$ cat src/hdl/fsps_pkg.sv
// fsps_pkg: shared constants for the flash self-programming sequencer pair
// assumes a 10 MHz system clock shared by both ends
package fsps_pkg;
	localparam int CLK_HZ = 10_000_000;
	// flash operation window in nanoseconds
	localparam int PROG_MIN_NS = 3_200_000;
	localparam int PROG_MAX_NS = 3_400_000;
	localparam int CLK_NS = 1_000_000_000 / CLK_HZ;
	localparam int PROG_MIN_CYC = (PROG_MIN_NS + CLK_NS - 1) / CLK_NS;
	localparam int PROG_MAX_CYC = PROG_MAX_NS / CLK_NS;
	// cycles the arming bits wait for a load or store
	localparam logic [1:0] LOAD_WINDOW = 2'h3;
	localparam logic [2:0] STORE_WINDOW = 3'h4;
	// store-program control register bit positions
	localparam int SPM_EN_BIT = 0;
	localparam int PG_ERASE_BIT = 1;
	localparam int PG_WRITE_BIT = 2;
	localparam int LOCK_SET_BIT = 3;
	localparam int RWW_REEN_BIT = 4;
	localparam int SIG_RD_BIT = 5;
	localparam int RWW_BUSY_BIT = 6;
	localparam logic [7:0] CTRL_RESET = 8'h00;
	// signature row pointer addresses
	localparam logic [15:0] SIG_DEV0 = 16'h0000;
	localparam logic [15:0] SIG_CAL = 16'h0001;
	localparam logic [15:0] SIG_DEV1 = 16'h0002;
	localparam logic [15:0] SIG_DEV2 = 16'h0004;
	localparam logic [15:0] SIG_SN1 = 16'h000E;
	localparam logic [15:0] SIG_SN0 = 16'h000F;
	localparam logic [15:0] SIG_SN3 = 16'h0010;
	localparam logic [15:0] SIG_SN2 = 16'h0011;
	localparam logic [15:0] SIG_SN5 = 16'h0012;
	localparam logic [15:0] SIG_SN4 = 16'h0013;
	localparam logic [15:0] SIG_SN6 = 16'h0015;
	localparam logic [15:0] SIG_SN7 = 16'h0016;
	localparam logic [15:0] SIG_SN8 = 16'h0017;
	// host software registers
	localparam logic [3:0] HREG_CMD = 4'h0;
	localparam logic [3:0] HREG_ADDR = 4'h1;
	localparam logic [3:0] HREG_DATA = 4'h2;
	localparam logic [3:0] HREG_STAT = 4'h3;
	localparam logic [3:0] HREG_IRQ = 4'h4;
	localparam logic [3:0] HREG_MASK = 4'h5;
	localparam logic [3:0] HREG_RDATA = 4'h6;
	// host command codes
	localparam logic [7:0] HCMD_SIG = 8'h01;
	localparam logic [7:0] HCMD_UPDATE = 8'h02;
	localparam logic [7:0] HCMD_LOCK = 8'h03;
	typedef enum logic [3:0] {
		FSPS_H_IDLE = 4'b0000,
		FSPS_H_POLL = 4'b0001,
		FSPS_H_EEWAIT = 4'b0010,
		FSPS_H_WRCTL = 4'b0011,
		FSPS_H_ISSUE = 4'b0100,
		FSPS_H_LOAD = 4'b0101,
		FSPS_H_NEXT = 4'b0110,
		FSPS_H_VERIFY = 4'b0111,
		FSPS_H_VCHK = 4'b1000,
		FSPS_H_RWCHK = 4'b1001
	} fsps_hstate_e;
endpackage

$ cat src/hdl/fsps_if.sv
// fsps_if: the CPU-core-to-flash-controller link
// assumes both ends share clock and reset_n
`timescale 1ns/1ns
interface fsps_if;
	logic ctl_wr; // write store-program control register
	logic [7:0] ctl_wdata; // control write data
	logic [7:0] ctl_rdata; // control register readback
	logic [15:0] zptr; // address pointer
	logic [15:0] r10; // store data word
	logic spm; // store-program instruction strobe
	logic lpm; // program-memory load strobe
	logic [7:0] lpm_data; // load result, valid cycle after lpm
	logic lpm_blocked; // load hit busy section
	logic ee_busy; // eeprom_write_active level
	modport dev (input ctl_wr, ctl_wdata, zptr, r10, spm, lpm,
		output ctl_rdata, lpm_data, lpm_blocked, ee_busy);
	modport host (output ctl_wr, ctl_wdata, zptr, r10, spm, lpm,
		input ctl_rdata, lpm_data, lpm_blocked, ee_busy);
endinterface

$ cat src/hdl/fsps_dev.sv
// fsps_dev: flash controller end: control register, signature reads, op timer
// assumes the host keeps the spm/lpm timing windows; flash array is modelled small
`timescale 1ns/1ns
module fsps_dev import fsps_pkg::*; #(
	parameter int PROG_CYC = PROG_MIN_CYC + 1000, // within min..max window
	parameter int AW = 8, // flash word address bits modelled
	parameter int NO_READ_WHILE_WRITE_SECTION_BASE = 192, // first word of no-read-while-write section
	parameter int PAGE_W = 4, // word bits inside a page
	parameter logic [7:0] DEV_ID0 = 8'h11, // arbitrary
	parameter logic [7:0] DEV_ID1 = 8'h22, // arbitrary
	parameter logic [7:0] DEV_ID2 = 8'h33, // arbitrary
	parameter logic [7:0] CAL_BYTE = 8'h80, // calibration value
	parameter logic [71:0] SERIAL = 72'h0123456789ABCDEF01 // arbitrary
) (
	input wire logic clock, // system clock
	input wire logic reset_n, // async reset, active low
	input wire logic osc_tick, // calibrated rc oscillator tick
	input wire logic ee_write_active, // eeprom write in progress
	fsps_if.dev link, // cpu side
	output logic flash_busy, // operation in progress
	output logic [7:0] lock_bits // stored lock byte
);
	logic [7:0] ctl_r;
	logic [2:0] win_r;
	logic [15:0] mem_r [0:(1<<AW)-1];
	logic [15:0] buf_r [0:(1<<PAGE_W)-1];
	logic [1:0] op_r; // 1 erase 2 write 3 lock
	logic [AW-1:0] op_page_r;
	logic [7:0] op_lock_r;
	logic [31:0] tmr_r;
	logic [7:0] lpm_data_r;
	logic blk_r;
	logic [7:0] sig_byte;
	logic [AW-1:0] waddr;
	logic rww_hit;
	logic armed_sig;

	assign waddr = link.zptr[AW:1];
	assign rww_hit = int'(waddr) < NO_READ_WHILE_WRITE_SECTION_BASE;
	assign armed_sig = ctl_r[SIG_RD_BIT] && ctl_r[SPM_EN_BIT];
	assign flash_busy = op_r != 2'h0;
	assign link.ctl_rdata = ctl_r;
	assign link.lpm_data = lpm_data_r;
	assign link.lpm_blocked = blk_r;
	assign link.ee_busy = ee_write_active;

	// signature row decode
	always_comb begin
		case (link.zptr)
			SIG_DEV0: sig_byte = DEV_ID0;
			SIG_DEV1: sig_byte = DEV_ID1;
			SIG_DEV2: sig_byte = DEV_ID2;
			SIG_CAL: sig_byte = CAL_BYTE;
			SIG_SN1: sig_byte = SERIAL[15:8];
			SIG_SN0: sig_byte = SERIAL[7:0];
			SIG_SN3: sig_byte = SERIAL[31:24];
			SIG_SN2: sig_byte = SERIAL[23:16];
			SIG_SN5: sig_byte = SERIAL[47:40];
			SIG_SN4: sig_byte = SERIAL[39:32];
			SIG_SN6: sig_byte = SERIAL[55:48];
			SIG_SN7: sig_byte = SERIAL[63:56];
			SIG_SN8: sig_byte = SERIAL[71:64];
			default: sig_byte = 8'hFF;
		endcase
	end

	// control register with self-clearing arming window
	always_ff @(posedge clock or negedge reset_n) begin
		if (!reset_n) begin
			ctl_r <= CTRL_RESET;
			win_r <= 3'h0;
		end else if (link.ctl_wr && !ee_write_active && !flash_busy) begin
			ctl_r <= {1'b0, link.ctl_wdata[6:0]};
			win_r <= link.ctl_wdata[SIG_RD_BIT] ? {1'b0, LOAD_WINDOW} : STORE_WINDOW;
		end else begin
			ctl_r[RWW_BUSY_BIT] <= ctl_r[RWW_BUSY_BIT] || flash_busy;
			if (ctl_r[SPM_EN_BIT]) begin
				if ((armed_sig && link.lpm) || (win_r == 3'h0 && !flash_busy)) begin
					ctl_r[5:0] <= 6'h00;
				end else if (link.spm && !armed_sig) begin
					if (ctl_r[RWW_REEN_BIT] && !flash_busy) begin
						ctl_r[RWW_BUSY_BIT] <= 1'b0;
					end
					if (!(ctl_r[PG_ERASE_BIT] || ctl_r[PG_WRITE_BIT] || ctl_r[LOCK_SET_BIT])) begin
						ctl_r[5:0] <= 6'h00;
					end
					win_r <= 3'h0;
				end else if (win_r != 3'h0) begin
					win_r <= win_r - 3'h1;
				end
				if (op_r != 2'h0 && tmr_r == 32'h1 && osc_tick) begin
					ctl_r[5:0] <= 6'h00;
				end
			end
		end
	end

	// flash operation timer on the oscillator tick; reset does not abort it
	always_ff @(posedge clock) begin
		if (op_r == 2'h0) begin
			if (reset_n && link.spm && ctl_r[SPM_EN_BIT] && !armed_sig && win_r != 3'h0) begin
				tmr_r <= 32'(PROG_CYC);
				op_page_r <= waddr >> PAGE_W;
				op_lock_r <= link.r10[7:0];
				if (ctl_r[PG_ERASE_BIT]) op_r <= 2'h1;
				else if (ctl_r[PG_WRITE_BIT]) op_r <= 2'h2;
				else if (ctl_r[LOCK_SET_BIT]) op_r <= 2'h3;
				else op_r <= 2'h0;
			end
		end else if (osc_tick) begin
			tmr_r <= tmr_r - 32'h1;
			if (tmr_r == 32'h1) begin
				op_r <= 2'h0;
			end
		end
	end

	// array and page buffer
	always_ff @(posedge clock) begin
		if (op_r != 2'h0 && osc_tick && tmr_r == 32'h1) begin
			for (int i = 0; i < (1 << PAGE_W); i++) begin
				if (op_r == 2'h1) mem_r[{op_page_r[AW-1-PAGE_W:0], PAGE_W'(i)}] <= 16'hFFFF;
				if (op_r == 2'h2) mem_r[{op_page_r[AW-1-PAGE_W:0], PAGE_W'(i)}] <= buf_r[i];
			end
			if (op_r == 2'h3) lock_bits <= op_lock_r;
		end
		if (reset_n && link.spm && ctl_r == 8'h01 && win_r != 3'h0) begin
			buf_r[waddr[PAGE_W-1:0]] <= link.r10;
		end
	end

	// program-memory load path
	always_ff @(posedge clock or negedge reset_n) begin
		if (!reset_n) begin
			lpm_data_r <= 8'h00;
			blk_r <= 1'b0;
		end else if (link.lpm) begin
			blk_r <= 1'b0;
			if (armed_sig) begin
				lpm_data_r <= sig_byte;
			end else if (rww_hit && ctl_r[RWW_BUSY_BIT]) begin
				lpm_data_r <= 8'hFF;
				blk_r <= 1'b1;
			end else begin
				lpm_data_r <= link.zptr[0] ? mem_r[waddr][15:8] : mem_r[waddr][7:0];
			end
		end
	end
endmodule

$ cat src/flat_wrapper.sv
// flat-port wrapper written by rule: the top's interface ports become plain ports
module fsps_dev_flat import fsps_pkg::*;
#(
	parameter int PROG_CYC = PROG_MIN_CYC + 1000,                          
	parameter int AW = 8,                                    
	parameter int NO_READ_WHILE_WRITE_SECTION_BASE = 192,                                             
	parameter int PAGE_W = 4,                           
	parameter logic [7:0] DEV_ID0 = 8'h11,             
	parameter logic [7:0] DEV_ID1 = 8'h22,             
	parameter logic [7:0] DEV_ID2 = 8'h33,             
	parameter logic [7:0] CAL_BYTE = 8'h80,                     
	parameter logic [71:0] SERIAL = 72'h0123456789ABCDEF01             
)
  (clock, reset_n, osc_tick, ee_write_active, flash_busy, lock_bits, link_ctl_wr, link_ctl_wdata, link_zptr, link_r10, link_spm, link_lpm, link_ctl_rdata, link_lpm_data, link_lpm_blocked, link_ee_busy);
  fsps_if link_i ();
  input wire logic clock;
  input wire logic reset_n;
  input wire logic osc_tick;
  input wire logic ee_write_active;
  output logic flash_busy;
  output logic [7:0] lock_bits;
  input wire logic [$bits(link_i.ctl_wr)-1:0] link_ctl_wr;
  input wire logic [$bits(link_i.ctl_wdata)-1:0] link_ctl_wdata;
  input wire logic [$bits(link_i.zptr)-1:0] link_zptr;
  input wire logic [$bits(link_i.r10)-1:0] link_r10;
  input wire logic [$bits(link_i.spm)-1:0] link_spm;
  input wire logic [$bits(link_i.lpm)-1:0] link_lpm;
  output wire logic [$bits(link_i.ctl_rdata)-1:0] link_ctl_rdata;
  output wire logic [$bits(link_i.lpm_data)-1:0] link_lpm_data;
  output wire logic [$bits(link_i.lpm_blocked)-1:0] link_lpm_blocked;
  output wire logic [$bits(link_i.ee_busy)-1:0] link_ee_busy;
  assign link_i.ctl_wr = link_ctl_wr;
  assign link_i.ctl_wdata = link_ctl_wdata;
  assign link_i.zptr = link_zptr;
  assign link_i.r10 = link_r10;
  assign link_i.spm = link_spm;
  assign link_i.lpm = link_lpm;
  assign link_ctl_rdata = link_i.ctl_rdata;
  assign link_lpm_data = link_i.lpm_data;
  assign link_lpm_blocked = link_i.lpm_blocked;
  assign link_ee_busy = link_i.ee_busy;
  fsps_dev #(.PROG_CYC(PROG_CYC), .AW(AW), .NO_READ_WHILE_WRITE_SECTION_BASE(NO_READ_WHILE_WRITE_SECTION_BASE), .PAGE_W(PAGE_W), .DEV_ID0(DEV_ID0), .DEV_ID1(DEV_ID1), .DEV_ID2(DEV_ID2), .CAL_BYTE(CAL_BYTE), .SERIAL(SERIAL)) u_core (.clock(clock), .reset_n(reset_n), .osc_tick(osc_tick), .ee_write_active(ee_write_active), .link(link_i), .flash_busy(flash_busy), .lock_bits(lock_bits));
endmodule
$ cat config.mk
export PLATFORM = sky130hd
export DESIGN_NAME = fsps_dev_flat
export DESIGN_NICKNAME = d
export VERILOG_FILES = /design/src/hdl/fsps_pkg.sv /design/src/hdl/fsps_if.sv /design/src/hdl/fsps_dev.sv /design/src/flat_wrapper.sv
export SDC_FILE = /design/constraint.sdc
export NUM_CORES = 2
export LEC_CHECK = 0
export BUFFER_PORTS_ARGS = -buffer_cell sky130_fd_sc_hd__buf_2
export CORE_MARGIN = 2
export CORE_UTILIZATION = 35
export CTS_CLUSTER_SIZE = 10
export DETAILED_ROUTE_END_ITERATION = 10
export PLACE_DENSITY = 0.6
export SETUP_SLACK_MARGIN = 0.4
export SLEW_MARGIN = 10
export SYNTH_ARGS = -nofsm -noshare
export SYNTH_HDL_FRONTEND = slang
export SYNTH_MEMORY_MAX_BITS = 65536
export SYNTH_SLANG_ARGS = --single-unit
$ cat constraint.sdc
create_clock -name clock -period 54.6 [get_ports clock]
set_input_delay 5.46 -clock clock [delete_from_list [all_inputs] [get_ports clock]]
set_output_delay 5.46 -clock clock [all_outputs]
set_load 0.01 [all_outputs]
# == Yosys cells after proc, flatten, opt, wreduce, memory -nomap -nowiden ==
# Memories as Yosys holds them, arrays and structs flattened.
# Cells that the tools add are included.
# totals
register_bits,73
mem_bits_rw,4352
romBits,256
in_bits,47
elab_cells,135
n_memories,3
# classes
addsub,2
magnitude_cmp,1
n_eq_ne,8
muxes,54
n_bitwise,16
n_reduce_logical,41
# memory_table
name,words,word_bits,rd,rd_clocked_by_memory_dff,wr,line,source
u_core.mem_r,256,16,1,0,16,fsps_dev.sv:25,logic [15:0] mem_r [0:(1<<AW)-1];
(no name shown),32,8,1,0,0,fsps_dev.sv:49,case (link.zptr)
u_core.buf_r,16,16,16,0,1,fsps_dev.sv:26,logic [15:0] buf_r [0:(1<<PAGE_W)-1];
# op_table
cell,n
two-way mux 16 bit,16
two-way mux 32 bit,3
== test 32 x 1 -> 1 bit (second input constant),1
two-way mux 8 bit,4
subtractor 32 x 1 -> 32 bit (second input constant),1
two-way mux 7 bit,3
logical AND 1 bit,18
two-way mux 3 bit,6
two-way mux 6 bit,3
bitwise OR 1 bit,16
two-way mux 2 bit,7
two-way mux 1 bit,12
zero test 11 bit,1
AND reduction 3 bit,3
less-than comparator 8 bit (second input constant),1
nonzero test 2 bit,4
== test 7 x 1 -> 1 bit (second input constant),1
AND reduction 2 bit,3
nonzero test 3 bit,2
== test 2 bit (second input constant),2
logical OR 1 bit,4
!= test 4 x 2 -> 1 bit (second input constant),1
nonzero test 4 bit,1
zero test 1 bit,3
6 further kinds,6

# == Logic depth before layout (Yosys ltp) ==
# logic_depth
ltp_word,9
depth_mapped,16
depth_no_buf,10

# == Least setup slack after synthesis ==
# No wires, ideal clock.
# synth_timing
kind,input-to-reg
from,input port osc_tick
to,memory u_core.mem_r[0][0] (enable)
setup_ns,1.186
arrival_ns,23.507
required_ns,53.414
setup_slack_ns,29.907
stages,4
path_buffers,0
path_cell_list,nand2_1 -> a21oi_1 -> or3b_2 -> nor3_1
# synth_rtl
item,line,source
from (decl),flat_wrapper.sv:18,input wire logic osc_tick;
to (decl),fsps_dev.sv:25,

# == Worst setup path after layout ==
# layout_timing
from,input port link_zptr[1]
to,register u_core.lpm_data_r[7] (netlist: u_core.link.lpm_data[7])
# layout_between
elab_chain_cells,4
elab_cells_between_ends,8
cone_classes,order compare (1); mux (4); reduce/logical (1); memory (2)
# layout_rtl
item,line,source
from (decl),flat_wrapper.sv:24,input wire logic [$bits(link_i.zptr)-1:0] link_zptr;
memory read (256 x 16 bit) or less-than comparator 8 bit (tied branches),--,
two-way mux 8 bit or logical AND 1 bit (tied branches),"fsps_dev.sv:145, fsps_dev.sv:141",
two-way mux 8 bit,fsps_dev.sv:141,end else if (rww_hit && ctl_r[RWW_BUSY_BIT]) begin
two-way mux 8 bit (*),fsps_dev.sv:139,if (armed_sig) begin
to (signal assigned),fsps_dev.sv:140,lpm_data_r <= sig_byte;
to (signal assigned),fsps_dev.sv:145,lpm_data_r <= link.zptr[0] ? mem_r[waddr][15:8] : mem_r[waddr][7:0];
to (decl),fsps_dev.sv:31,logic [7:0] lpm_data_r;
# Mark *: on every way between the ends. The rest lies on a longest branch, timed or not.
# A chain may end at the register's enable or synchronous reset.

==> impl_metrics.toml <==
[setup_path]
critPathCaptureType = "flip-flop"
cp_cell_sequence = "buf_12, buf_4, buf_4, buf_4, buf_4, buf_4, buf_4, mux4_2, a22o_1, a221oi_1, o221ai_1, a41oi_1, o32ai_1"
cp.depth = 13
path_delay_family = "buffers and inverters"
rr_endpoint = "u_core.mem_r[132][13]"
reg2reg_depth = 10
crit_start = "link_zptr[1]"
required_ns = 55.41
crit_top_cell = "buf_4"
rrSetupSlack_ns = 47.38
crit_arrival_ns = 13.11
rr_startpoint = "u_core.tmr_r[4]"
critical_path.endpoint = "u_core.link.lpm_data[7]"
slowest_delay_ns = 0.92
cp_max_fo = 115
critPathLaunchType = "input pin"
critical_path_class = "input pin to flip-flop"
crit_buf_inv = 7
crit_path_top_delay_cell = "buf_4"

[final_layout]
final_common_cell = "edfxtp_1"
layout.cells.non_filler = 14600
post-route-util_pct = 39.6
num-nets-final = 8030
drive_above_1_share_pct = 22.6
layout_common_cells = "4406 x edfxtp_1, 941 x mux4_2, 487 x clkbuf_16"
syn2layout_area_growth_pct = 12.7
design_area_um2 = 191000

[floorplanning]
fp.dieArea_um2 = 489000
core-area_um2 = 482000
ios = 74
num_rows = 255
fp.dieW_um = 699
initial_core_util_pct = 35.1
fp.dieH_um = 699

[detailed_routing]
routedWlPerCell_um = 31.1
ant_nets = 0
route.detailed.drc = 0
drt_first_pass_iters = 5
drt_iter0_markers = 11000
vias_per_cell = 5.64
vias = 82200
routed_wl_um = 453000

[global_route]
overflow = 0
grt_pass1_vias = 81900
grt_use_total_pct = 18.0
antenna_found_initial = 47
grt_max_degree = 157
grt_pass1_wl_um = 631000

[min_path]
hp-class = "flip-flop to flip-flop"

[clocking]
cts_num_sinks = 4425
clk_pin_slew_worst_paths_ns = 0.05
cts_tree = "done"
ctsHoldBuffers = 0
post_cts_resized = 0
htreeDepth = 5
cts-buffers-inserted = 485
clock_latency_ns = 1.01
clockBufferDepth = 4
cts_setup_buffers = 0
clockRootBuffer = "clkbuf_16"

[placed_design]
dp_cells = 13900
gp_congestion = 0.798
io_buffer_count = 71
dpl.hpwl_um = 253000
place_area_um2 = 177000

[logic_synthesis]
syn-instance-count = 7635
mappedNetlistNets = 7689
ys_ff_latch = 4425
synth.yosys.seq_area_share_pct = 78.5
synthTopCellsByArea = "edfxtp_1 78%, mux4_2 13%, mux2i_1 1.9%, nand2b_1 1.0%, a22oi_1 0.61%"
ys_types = 74
async_reset_ff_share_pct = 0.429
synth_area_um2 = 169000
syn-mean-instance-area_um2 = 22.2
synth_edf_count = 4406
synth_top_area_share_pct = 78.2
synth_ff_type = "edfxtp_1"
yosysTopAreaCell = "edfxtp_1"
yosysWarnings = 0

[power]
p_leak_nw = 69.4
powerDensity_nw_per_um2 = 35.3
peakVddDrop_v = 0.0000286

[timing]
slew_violations = 0
fin_crit_sh_pct = 22.5
maxSlewHeadroom_pct = 14.2
fmax_ghz = 0.0813
min_period_ns = 12.30
rsz0062_at_grt = "false"
hold_violations = 0
worst_slew_pin_slew_ns = 1.29
setup_viol = 0
finalSetupTns_ns = 0
fin_skew_ns = 0.0684

[run]
drv_cap = 0

[run_status]
status = "finished, final reports clean"
logic make-up (layout without fill, tap and decap cells):
family | count (synthesis) | after routing | synth area share, %
and+or+nand+nor | 744 | 744 | 2.35
muxes | 1285 | 1285 | 14.6
buffers and inverters | 448 | 929 | 1.43
other | 1 | 26 | 0.00222
adders and majority gates | 7 | 7 | 0.0518
xor gates and xnor gates | 23 | 23 | 0.119
AOI/OAI and AO/OA | 702 | 702 | 2.91
DFF | 4425 | 4425 | 78.5
through the flow:
stage	power [mW]	worst slack, ns	hold WS (ns)
3_5_place_dp	3.94	41.06	0.406
5_1_grt	6.90	41.49	0.427
3_3_place_gp	3.94	41.06	0.401
2_1_floorplan	3.87	29.91	0.400
6_report	6.73	42.30	0.403
4_1_cts	6.77	42.09	0.408
sequential cells by signal (all words and copies together) (netlist names):
signal,cells
u_core.mem_r,4096
u_core.buf_r,256
u_core.tmr_r,32
u_core.link.lpm_data,8
u_core.lock_bits,8
u_core.op_lock_r,8
u_core.link.ctl_rdata,7
u_core.op_page_r,4
u_core.win_r,3
u_core.op_r,2
u_core.link.lpm_blocked,1
metal layers:
layer  track usage [%]  up-vias  wire length (µm)
li1                  -    32800                 -
met3              3.50      698             40700
met2              29.2     4050            218000
met1              24.9    44600            182000
met4              5.08       14             12600
met5                 0        -                74
worst min path at each step:
stage                        startpoint  slack (ns)                  end  depth (start not counted)
finish              u_core.op_lock_r[5]        0.40  u_core.lock_bits[5]                          0
global route        u_core.op_lock_r[5]        0.43  u_core.lock_bits[5]                          0
CTS                 u_core.op_lock_r[5]        0.41  u_core.lock_bits[5]                          0
detailed placement  u_core.op_lock_r[6]        0.41  u_core.lock_bits[6]                          0
global placement    u_core.op_lock_r[5]        0.40  u_core.lock_bits[5]                          0
floorplan           u_core.op_lock_r[0]        0.40  u_core.lock_bits[0]                          0
layout make-up:
class	instances	area, µm²
clock buffer	594	12600
clock inverter	33	617
inverter	22	90.1
fill	42200	291000
timing repair buffer	280	2110
antenna	25	62.6
sequential	4425	133000
multi-input combinational	2762	34300
tap	6425	8040
where the power goes:
group	internal [mW]	total, mW	switching, mW
Clock	1.61	2.86	1.25
Sequential	3.69	3.69	0.00558
Combinational	0.0544	0.181	0.126
synth_stat cells, types with 20 or more instances:
master,n
a21oi_1,117
o221ai_1,56
nand2b_1,274
mux2i_1,321
a31oi_1,21
buf_6,31
a221oi_1,36
a211oi_1,44
buf_4,87
buf_2,98
nand2_1,136
nand3_1,47
nor3_1,52
a22o_1,42
o211ai_1,29
nor2b_1,20
nor2_1,109
a22oi_1,138
o21ai_0,79
clkbuf_1,170
edfxtp_1,4406
mux4_2,941
o22ai_1,69
buf_1,35
Note: power is estimated with default switching activity, not from simulation.
